### config.mk
export PLATFORM = sky130hd
export DESIGN_NAME = serdes_test_and_loopback
export DESIGN_NICKNAME = d
export VERILOG_FILES = /design/src/serdes_test_pkg.sv /design/src/serdes_test_and_loopback.sv
export SDC_FILE = /design/constraint.sdc
export NUM_CORES = 1
export LEC_CHECK = 0
export BUFFER_PORTS_ARGS = -buffer_cell sky130_fd_sc_hd__buf_2
export CORE_MARGIN = 2
export CORE_UTILIZATION = 30
export CTS_BUF_LIST = sky130_fd_sc_hd__clkbuf_4 sky130_fd_sc_hd__clkbuf_8
export CTS_CLUSTER_DIAMETER = 150
export DETAILED_ROUTE_END_ITERATION = 7
export SLEW_MARGIN = 25
export SYNTH_ARGS = -nofsm -noshare
export SYNTH_HDL_FRONTEND = slang
export SYNTH_SLANG_ARGS = --single-unit
### constraint.sdc
create_clock -name clk -period 1.9 [get_ports clk]
set_input_delay 0.19 -clock clk [delete_from_list [all_inputs] [get_ports clk]]
set_output_delay 0.19 -clock clk [all_outputs]
set_load 0.05 [all_outputs]
### src/serdes_test_pkg.sv
package serdes_test_pkg;
   // Byte addresses of the APB registers.
   localparam logic [7:0] CTRL_ADDR     = 8'h00;
   localparam logic [7:0] STATUS_ADDR   = 8'h04;
   localparam logic [7:0] RX_WORD_ADDR  = 8'h08;
   // Bit positions in the control register.
   localparam int CTRL_GLOBAL_EN   = 0;
   localparam int CTRL_LOOPBACK    = 1;
   localparam int CTRL_PATTERN     = 2;
   localparam int CTRL_ALIGN       = 3;
   localparam int CTRL_WIDTH_SEL   = 4;
   localparam int CTRL_RBC_MODE    = 5;
   localparam int CTRL_BITS        = 6;
   // Control value after reset: powered up, every test mode off.
   localparam logic [5:0] CTRL_RESET = 6'h01;
   // Bit positions in the status register.
   localparam int STAT_SIGNAL_LOSS = 0;
   localparam int STAT_SYNC_PASS   = 1;
   localparam int STAT_ERR_LATCHED = 2;
   localparam int STAT_TEST_MODE   = 3;
   localparam int STAT_CHK_SEEDED  = 4;
   // Serial word geometry and the comma, newest bit in the high position.
   localparam int WORD_BITS = 10;
   localparam logic [3:0] LAST_BIT_INDEX   = 4'h9;
   localparam logic [3:0] COMMA_LAST_INDEX = 4'h6;
   localparam logic [6:0] COMMA_PATTERN    = 7'h7C;
   // Seven-stage pattern register seed and checker seeding length.
   localparam logic [6:0] PRBS_SEED        = 7'h7F;
   localparam logic [2:0] CHK_SEED_BITS    = 3'h7;
   // Signal amplitude thresholds in millivolts.
   localparam logic [11:0] LOSS_HIGH_MV = 12'h096;
   localparam logic [11:0] LOSS_LOW_MV  = 12'h032;
   // Test access port instruction codes and identity value (arbitrary).
   localparam logic [1:0]  IR_IDCODE  = 2'h1;
   localparam logic [1:0]  IR_BYPASS  = 2'h3;
   localparam logic [31:0] TAP_IDCODE = 32'h1234_5001;
   // Test access port controller states.
   typedef enum logic [3:0] {
      TEST_RESET, RUN_IDLE, SEL_DR, CAP_DR, SHIFT_DR, EXIT1_DR, PAUSE_DR,
      EXIT2_DR, UPD_DR, SEL_IR, CAP_IR, SHIFT_IR, EXIT1_IR, PAUSE_IR,
      EXIT2_IR, UPD_IR
   } tap_state_e;
endpackage

### src/serdes_test_and_loopback.sv
// Our own choices: the register offsets and the APB register port.
`timescale 1ns/1ps
module serdes_test_and_loopback (
   input  wire logic        clk,
   input  wire logic        rst_b,
   input  wire logic        psel,
   input  wire logic        penable,
   input  wire logic        pwrite,
   input  wire logic [7:0]  paddr,
   input  wire logic [31:0] pwdata,
   output logic      [31:0] prdata,
   output logic             pready,
   output logic             pslverr,
   input  wire logic [9:0]  txWord,
   input  wire logic        rxSerial,
   input  wire logic [11:0] rxAmplitudeMv,
   input  wire logic        factory_test_enable,
   output logic             txSerial,
   output logic             txSerialOe,
   output logic [9:0]       rxWord,
   output logic             rxWordValid,
   output logic             syncPass,
   output logic             signal_loss_status,
   output logic             rbcHalfRate,
   output logic             testMode,
   input  wire logic        test_port_reset_n,
   input  wire logic        tms,
   input  wire logic        tck,
   input  wire logic        tdi,
   output logic             tdo,
   output logic             tdoOe
);
   import serdes_test_pkg::*;

   // All state of the block in one record.
   typedef struct packed {
      logic [31:0] prdata;       // Read data of the bus.
      logic        pready;       // Bus answer.
      logic        pslverr;      // Bus error answer.
      logic [5:0]  ctrl;         // Software control bits.
      logic [3:0]  txIndex;      // Index of the bit now being sent.
      logic [9:0]  txShift;      // Transmit shift register.
      logic [6:0]  genState;     // Pattern generator register.
      logic        txSerial;     // Serial output bit.
      logic        txSerialOe;   // Serial output enable.
      logic [3:0]  rxIndex;      // Index of the bit now being received.
      logic [9:0]  rxShift;      // Receive shift register.
      logic [9:0]  rxWord;       // Last completed receive word.
      logic        rxWordValid;  // Word completion strobe.
      logic [6:0]  chkState;     // Checker reference register.
      logic [2:0]  chkCount;     // Bits taken while seeding.
      logic        errLatched;   // Sticky checker failure.
      logic        syncPass;     // Shared sync/pass output.
      logic        signalLoss;   // Loss status output.
      logic        rbcHalfRate;  // Half-rate byte clock selection.
      logic        testMode;     // Factory test mode output.
      tap_state_e  tapState;     // Scan controller state.
      logic        tckPrev;      // Last sampled test clock.
      logic [1:0]  ir;           // Active instruction.
      logic [1:0]  irShift;      // Instruction shift register.
      logic [31:0] drShift;      // Data shift register.
      logic        tdo;          // Scan data output.
      logic        tdoOe;        // Scan output enable.
   } state_s;

   state_s s;
   state_s next_s;

   // Advances the seven-stage generator by ten bits, first bit in bit 0.
   function automatic logic [16:0] prbs_ten(input logic [6:0] st);
      logic [6:0] g;
      logic [9:0] w;
      g = st;
      w = '0;
      for (int i = 0; i < WORD_BITS; i++) begin
         w[i] = g[6] ^ g[5];
         g    = {g[5:0], g[6] ^ g[5]};
      end
      return {g, w};
   endfunction

   // Tells whether the seven given receive bits form the comma.
   function automatic logic is_comma(input logic [6:0] bits);
      return bits == COMMA_PATTERN;
   endfunction

   // Next state of the scan controller for a given TMS level.
   function automatic tap_state_e tap_next(input tap_state_e st,
                                           input logic m);
      unique case (st)
         TEST_RESET: return m ? TEST_RESET : RUN_IDLE;
         RUN_IDLE:   return m ? SEL_DR : RUN_IDLE;
         SEL_DR:     return m ? SEL_IR : CAP_DR;
         CAP_DR:     return m ? EXIT1_DR : SHIFT_DR;
         SHIFT_DR:   return m ? EXIT1_DR : SHIFT_DR;
         EXIT1_DR:   return m ? UPD_DR : PAUSE_DR;
         PAUSE_DR:   return m ? EXIT2_DR : PAUSE_DR;
         EXIT2_DR:   return m ? UPD_DR : SHIFT_DR;
         UPD_DR:     return m ? SEL_DR : RUN_IDLE;
         SEL_IR:     return m ? TEST_RESET : CAP_IR;
         CAP_IR:     return m ? EXIT1_IR : SHIFT_IR;
         SHIFT_IR:   return m ? EXIT1_IR : SHIFT_IR;
         EXIT1_IR:   return m ? UPD_IR : PAUSE_IR;
         PAUSE_IR:   return m ? EXIT2_IR : PAUSE_IR;
         EXIT2_IR:   return m ? UPD_IR : SHIFT_IR;
         UPD_IR:     return m ? SEL_DR : RUN_IDLE;
      endcase
   endfunction

   // Computes the whole next state from the present one and the inputs.
   always_comb begin
      logic        enable;     // Global power enable.
      logic        loopback;   // Internal loopback selected.
      logic        pattern;    // Pattern test selected.
      logic        align;      // Alignment or latched checking.
      logic        rxBit;      // Bit arriving at the receiver.
      logic        chkErr;     // Checker mismatch on this bit.
      logic [16:0] gen;        // Generator result for a new word.
      logic [9:0]  newWord;    // Word completed by this bit.
      logic        tckRise;    // Test clock rising edge.
      logic        tckFall;    // Test clock falling edge.
      logic        access;     // Bus access phase waiting for answer.
      next_s     = s;
      enable     = s.ctrl[CTRL_GLOBAL_EN];
      loopback   = s.ctrl[CTRL_LOOPBACK];
      pattern    = s.ctrl[CTRL_PATTERN];
      align      = s.ctrl[CTRL_ALIGN];
      chkErr     = 1'b0;
      gen        = prbs_ten(s.genState);
      newWord    = {1'b0, s.rxShift[9:1]};
      tckRise    = tck & ~s.tckPrev;
      tckFall    = ~tck & s.tckPrev;
      access     = psel & penable & ~s.pready;
      // Serial output turns off in loopback or when powered down.
      rxBit      = loopback ? s.txSerial : rxSerial;
      next_s.txSerialOe = enable & ~loopback;

      // Bus slave: answer one cycle into the access phase.
      next_s.pready  = access;
      next_s.pslverr = 1'b0;
      next_s.prdata  = '0;
      if (access) begin
         unique case (paddr)
            CTRL_ADDR: begin
               next_s.prdata[CTRL_BITS-1:0] = s.ctrl;
            end
            STATUS_ADDR: begin
               next_s.prdata[STAT_SIGNAL_LOSS] = s.signalLoss;
               next_s.prdata[STAT_SYNC_PASS]   = s.syncPass;
               next_s.prdata[STAT_ERR_LATCHED] = s.errLatched;
               next_s.prdata[STAT_TEST_MODE]   = s.testMode;
               next_s.prdata[STAT_CHK_SEEDED]  = s.chkCount == CHK_SEED_BITS;
            end
            RX_WORD_ADDR: begin
               next_s.prdata[WORD_BITS-1:0] = s.rxWord;
            end
            default: begin
               next_s.pslverr = 1'b1;   // Unmapped address.
            end
         endcase
      end
      // A write lands at the edge that samples the answer.
      if (psel & penable & s.pready & pwrite & paddr == CTRL_ADDR) begin
         next_s.ctrl = pwdata[CTRL_BITS-1:0];
      end

      // Loss status with hysteresis; the middle band keeps its value.
      if (rxAmplitudeMv > LOSS_HIGH_MV) begin
         next_s.signalLoss = enable;
      end else if (rxAmplitudeMv < LOSS_LOW_MV) begin
         next_s.signalLoss = 1'b0;
      end
      next_s.testMode = factory_test_enable;
      // Byte clock mode only matters outside pattern test.
      next_s.rbcHalfRate = enable & ~pattern
                         & ~s.ctrl[CTRL_RBC_MODE]
                         & ~s.ctrl[CTRL_WIDTH_SEL];

      if (!enable) begin
         // Powered down: every datapath element except the checker reference register parks idle.
         next_s.txIndex     = '0;
         next_s.txShift     = '0;
         next_s.txSerial    = 1'b0;
         next_s.genState    = PRBS_SEED;
         next_s.rxIndex     = '0;
         next_s.rxShift     = '0;
         next_s.rxWordValid = 1'b0;
         next_s.rxWord      = '0;   // Parallel output parks at zero too.
         next_s.chkCount    = '0;
         next_s.errLatched  = 1'b0;
         next_s.syncPass    = 1'b0;
      end else begin
         // Transmit: load a word at index zero, otherwise shift.
         if (s.txIndex == 4'h0) begin
            if (pattern) begin
               next_s.txShift  = gen[9:0] >> 1;
               next_s.txSerial = gen[0];
               next_s.genState = gen[16:10];
            end else begin
               next_s.txShift  = txWord >> 1;
               next_s.txSerial = txWord[0];
            end
         end else begin
            next_s.txSerial = s.txShift[0];
            next_s.txShift  = s.txShift >> 1;
         end
         next_s.txIndex = (s.txIndex == LAST_BIT_INDEX) ? 4'h0
                                                        : s.txIndex + 4'h1;

         // Receive: collect bits, first bit ends up in bit 0.
         next_s.rxShift     = {rxBit, s.rxShift[9:1]};
         newWord            = next_s.rxShift;
         next_s.rxWordValid = s.rxIndex == LAST_BIT_INDEX;
         next_s.rxIndex     = next_s.rxWordValid ? 4'h0 : s.rxIndex + 4'h1;
         if (next_s.rxWordValid) begin
            next_s.rxWord = newWord;
         end
         // Outside pattern test, with alignment selected, a comma realigns the word boundary.
         if (!pattern && align && is_comma(newWord[9:3])) begin
            next_s.rxIndex     = COMMA_LAST_INDEX + 4'h1;
            next_s.rxWordValid = 1'b0;
         end

         if (pattern) begin
            // Checker seeds itself from line bits before comparing.
            if (s.chkCount != CHK_SEED_BITS) begin
               next_s.chkCount = s.chkCount + 3'h1;
            end else begin
               chkErr = rxBit != (s.chkState[6] ^ s.chkState[5]);
            end
            next_s.chkState = {s.chkState[5:0], rxBit};
            // Latched mode holds any failure until pattern test ends.
            next_s.errLatched = align & (s.errLatched | chkErr);
            next_s.syncPass   = ~chkErr & ~next_s.errLatched;
         end else begin
            // Leaving pattern test drops the latch and reseeds.
            next_s.errLatched = 1'b0;
            next_s.chkCount   = '0;
            next_s.genState   = PRBS_SEED;
            if (next_s.rxWordValid) begin
               next_s.syncPass = is_comma(newWord[6:0]);
            end
         end
      end

      // Scan port, stepped on sampled test clock edges.
      next_s.tckPrev = tck;
      if (!test_port_reset_n) begin
         // Held in reset; the test clock is not looked at.
         next_s.tapState = TEST_RESET;
         next_s.ir       = IR_IDCODE;
         next_s.tdoOe    = 1'b0;
         next_s.tdo      = 1'b0;
      end else begin
         if (tckRise) begin
            // Unconnected TMS and TDI are pulled up outside the core.
            next_s.tapState = tap_next(s.tapState, tms);
            unique case (s.tapState)
               TEST_RESET: next_s.ir = IR_IDCODE;
               CAP_DR: next_s.drShift = (s.ir == IR_IDCODE) ? TAP_IDCODE
                                                            : 32'h0000_0000;
               SHIFT_DR: begin
                  if (s.ir == IR_IDCODE) begin
                     next_s.drShift = {tdi, s.drShift[31:1]};
                  end else begin
                     next_s.drShift = {31'h0000_0000, tdi};
                  end
               end
               CAP_IR:   next_s.irShift = 2'h1;
               SHIFT_IR: next_s.irShift = {tdi, s.irShift[1]};
               UPD_IR:   next_s.ir = s.irShift;
               default: begin
               end
            endcase
         end
         // Output changes on the falling edge, as the standard asks.
         if (tckFall) begin
            next_s.tdoOe = (s.tapState == SHIFT_DR)
                         | (s.tapState == SHIFT_IR);
            next_s.tdo   = (s.tapState == SHIFT_IR) ? s.irShift[0]
                                                    : s.drShift[0];
         end
      end
   end

   // Registers the whole state; synchronous active-low reset.
   always_ff @(posedge clk) begin
      if (!rst_b) begin
         s          <= '0;
         s.ctrl     <= CTRL_RESET;
         s.genState <= PRBS_SEED;
         s.tapState <= TEST_RESET;
         s.ir       <= IR_IDCODE;
      end else begin
         s <= next_s;
      end
   end

   // Every output comes straight from a state flip-flop.
   assign prdata             = s.prdata;
   assign pready             = s.pready;
   assign pslverr            = s.pslverr;
   assign txSerial           = s.txSerial;
   assign txSerialOe         = s.txSerialOe;
   assign rxWord             = s.rxWord;
   assign rxWordValid        = s.rxWordValid;
   assign syncPass           = s.syncPass;
   assign signal_loss_status = s.signalLoss;
   assign rbcHalfRate        = s.rbcHalfRate;
   assign testMode           = s.testMode;
   assign tdo                = s.tdo;
   assign tdoOe              = s.tdoOe;
endmodule

== Word-level counts from Yosys, hierarchy flattened ==
Index checks and enable logic that the tools add are counted.
Storage, ports and cells
  bits in registers: 146
  input port bits: 73
Cells by class
  add/subtract/negate cells: 3
  $lt $le $gt $ge: 2
  equality and inequality tests: 25
  multiplexer cells: 39
  bitwise logic cells: 37
  reduce and logical (&&, ||, !) cells: 27
Operators by type and width (number)
  one-hot mux 32 bit (2 select lines): 1
  one-hot mux 4 bit (12 select lines): 1
  equality test 4 bit, second input constant: 10
  2-to-1 mux 32 bit: 1
  2-to-1 mux 29 bit: 1
  equality test 4 x 3 -> 1 bit, second input constant: 4
  2-to-1 mux 1 bit: 16
  2-to-1 mux 4 bit: 4
  2-to-1 mux 3 bit: 5
  one-hot mux 5 bit (3 select lines): 1
  AND reduction 3 bit: 5
  equality test 7 bit, second input constant: 2
  bitwise AND 1 bit: 13
  greater-than comparator 12 x 8 -> 1 bit, second input constant: 1
  less-than comparator 12 x 6 -> 1 bit, second input constant: 1
  NOT 1 bit: 11
  bitwise XOR 1 bit: 11
  2-to-1 mux 10 bit: 1
  AND reduction 2 bit: 5
  nonzero test 2 bit: 5
  2-to-1 mux 9 bit: 1
  OR reduction 3 bit: 3
  adder 4 x 1 -> 4 bit, second input constant: 2
  equality test 4 x 2 -> 1 bit, second input constant: 2
  other kinds (19): 26

== Depth between registers and ports, before layout ==
  depth after elaboration: 10
  mapped depth: 7

== Worst setup path before layout ==
Ideal clock, no wire load.
  path kind: input port to flip-flop
  start: in paddr[1]
  end: reg s[106] (netlist name)
  library setup time: 0.125 ns
  data arrival time: 1.562 ns
  data required time: 1.775 ns
  path slack: 0.213 ns
  stages: 5
  buffers on the path: 1
  cell sequence: or4_4 -> or4_4 -> buf_6 -> mux2i_1 -> nand2_1
Between the ends
  cells in the longest elaborated chain, start to end: 2
Ends and longest elaborated chain
  start, declared: RTL line serdes_test_and_loopback.sv:9  | input wire logic [7:0] paddr,
  zero test 8 bit: RTL line serdes_test_and_loopback.sv:163  | if (psel & penable & s.pready & pwrite & paddr == CTRL_ADDR) begin
  bitwise AND 1 bit: RTL line serdes_test_and_loopback.sv:163
  end signal, assigned: RTL line serdes_test_and_loopback.sv:295  | s <= next_s;
  end, declared: RTL line serdes_test_and_loopback.sv:66  | state_s s;
Every way passes these cells.
A chain may end at the register's enable or synchronous reset.

== Final worst setup path ==
  start: reg s[39] (netlist name)
  end: reg s[18] (netlist name)
Between the ends
  cells in the longest elaborated chain, start to end: 3
  elaborated cells between the ends (all ways): 5
  classes of those cells: eq/ne: 2; mux: 1; reduce/logical: 2
Ends and longest elaborated chain
  equality test 4 x 3 -> 1 bit or equality test 4 x 2 -> 1 bit (tied branches): RTL line serdes_test_and_loopback.sv:258  | unique case (s.tapState)
  nonzero test 2 bit (no line)
  AND reduction 3 bit (no line)
Several ways; a longest one is shown, not always the timed one.

==> impl_metrics.yaml <==
run_status:
  status: "complete, no violations"
synthesis:
  synth_top_area_frac: 0.444
  netlist_top_cells_count: "dfxtp_1 (122), nand2_1 (106), buf_4 (43), a21oi_1 (41), clkbuf_1 (32)"
  netlist_area_um2: 5500
  yosys-top-cells-area: "dfxtp_1 (44%), nand2_1 (7.2%), buf_4 (5.9%)"
  ys_dominant_reg_cell: "dfxtp_1"
  yosysTopAreaCell: "dfxtp_1"
  synth_edf_count: 0
  yosysMostFrequentCell: "dfxtp_1"
  ys_ff_latch: 122
  async_flop_share: 0
  synth.distinct_cells: 57
  yosys_warnings: 0
  syn_inst: 634
  syn_area_per_cell_um2: 8.67
  ys_seq_area_frac: 0.444
place:
  place_hpwl_mm: 8.15
  gp_congestion: 0.766
  port_buffers: 77
  placed_cells: 898
timing:
  grt_setup_unrepaired: "no"
  holdWs_ps: 30.8
  hold_viol: 0
  clock_skew_ps: 8.86
  drv_slew: 0
  setup_viol_count_final: 0
  fin_crit_ps: 1700
  tightestPinTransition_ps: 525
  period_share: 0.893
  fmax_mhz: 589
  maxSlewHeadroom: 0.649
  finalSetupTns_ps: 0
critical_path:
  r2r_cells: 5
  cp.required_ps: 2270
  rrSetupSlack_ps: 200
  arrival_ps: 2070
  rr_endpoint: "s[18]"
  endpoint_kind: "register"
  r2r-start: "s[39]"
  startpoint_type: "register"
  critPathMaxFanout: 24
  crit_start: "s[39]"
  path_class: "register to register"
  crit_path_end: "s[18]"
cells_and_area:
  diodes: 0
  multi_input_area_um2: 2580
  synthToLayoutAreaGrowth_pct: 17.4
  nets: 774
  fill_cells: 1841
  drive_above_1_share: 0.201
  stdcell_count: 936
  ff_latch_area_um2: 2440
cts:
  cts.repair.resized: 0
  cts-root-buf: "clkbuf_8"
  clkSinkCount: 122
  h-tree-depth: 4
  numCtsBuffers: 17
  cts_setup_buffers: 0
  clk_path_buf_depth: 2
  cts_tree: "yes"
  cts_hold_buf: 8
  clk_pin_slew_worst_paths_ps: 70
  worstSkewPairLatency_ps: 450
pwr:
  leakagePower_nw: 2.57
  power_density_nw_per_um2: 872
  irDropWorstVdd_v: 0.000472
die:
  initial_core_util: 0.306
  rows: 49
  die_h_um: 139
  core_area_um2: 18000
  die_w_um: 139
  io_pins: 126
  dieArea_um2: 19400
grt:
  grt_first_pass_wirelength_mm: 19.3
  grt_pass1_vias: 3976
  track_usage: 0.122
  antenna_found_initial: 0
  grt_max_degree: 46
  grt_overflow: 0
routing:
  ant_nets: 0
  vias: 4312
  drt_first_pass_iters: 4
  routed_wl_mm: 11.7
  wl_per_cell_um: 12.5
  drtIter0Drc: 226
  via_per_inst: 4.61
  drc: 0
job:
  cap_viol_max_count: 0
min_path:
  worstHoldPathType: "input pin to register"
worst max-delay path, stage by stage (launching register included):
cell,delay (ps)
dfxtp_1,340
or4b_4,610
nor3b_4,230
buf_12,190
nand3_1,80
a21boi_0,180
cell usage in the layout, fill, tap and decap left out, drive strengths merged, types with 3 or more instances in the layout:
master,count
nand2,106
nand3,28
o211ai,22
nor3,13
o211a,3
bufinv,4
dlygate4sd3,8
nand4b,4
clkbuf,23
a21boi,38
and2,6
mux2,3
mux2i,16
nor3b,5
a31oi,4
nand2b,3
inv,9
nand3b,3
nand4,3
and3,13
a211oi,3
conb,22
o21ai,13
nor2,27
a21oi,41
xnor2,14
nor2b,11
or4,5
buf,101
dfxtp,122
ha,5
area by class of cell:
type                            count  share of cell area
Multi-Input combinational cell    437               0.400
Sequential cell                   122               0.378
Timing Repair Buffer              109               0.104
Clock buffer                       23              0.0461
Tap cell                          229              0.0444
Clock inverter                      7              0.0217
Inverter                            9             0.00523
how the worst min path moves through the flow:
stage	from	cells after the start	slack (ps)	end
6_report	tdi	3	30	s[33]
3_5_place_dp	factory_test_enable	2	400	testMode
5_1_grt	tdi	3	10	s[33]
2_1_floorplan	pwdata[0]	2	320	s[106]
4_1_cts	tdi	3	10	s[33]
3_3_place_gp	factory_test_enable	2	400	testMode
stage by stage:
step | cell area, um^2 | worst slack, ps | total power, mW | util
after floorplan | 5580 | 213 | 3.03 | -
after global placement | 5940 | 106 | 3.12 | 0.331
after detailed placement | 5940 | 82.1 | 3.12 | 0.331
after CTS | 6450 | 190 | 5.70 | 0.359
after global routing | 6450 | 67.3 | 5.85 | 0.359
final | 6450 | 203 | 5.63 | 0.359
where the power goes:
group	internal, mW	switching (mW)
logic	0.149	0.298
registers	2.60	0.0260
clock network	1.56	0.991
total	4.31	1.31
state kept, by name (all words and copies together), names as in the netlist:
register	count
prdata	10
pready	1
pslverr	1
rbcHalfRate	1
rxWord	10
rxWordValid	1
s	91
signal_loss_status	1
syncPass	1
tdo	1
tdoOe	1
testMode	1
txSerial	1
txSerialOe	1
cells by family (layout without fill, tap and decap cells):
group                      count (synthesis)  count (layout)  synth area share
DFF                                      122             122             0.444
xor gates and xnor gates                  16              16            0.0255
other                                      1              22          0.000682
AOI/OAI and AO/OA                        139             139             0.171
and+or+nand+nor                          236             236             0.211
adders and majority gates                  5               5            0.0114
buffers and inverters                     96             148             0.100
muxes                                     19              19            0.0353
metal layers:
layer | global-route usage | part of all wire | vias to the layer above
li1 | - | - | 2251
met1 | 0.146 | 0.46 | 1974
met2 | 0.200 | 0.48 | 69
met5 | 0 | 0 | -
met4 | 0.0558 | 0.019 | 0
met3 | 0.0392 | 0.039 | 18
(Power assumes the default switching activity.)
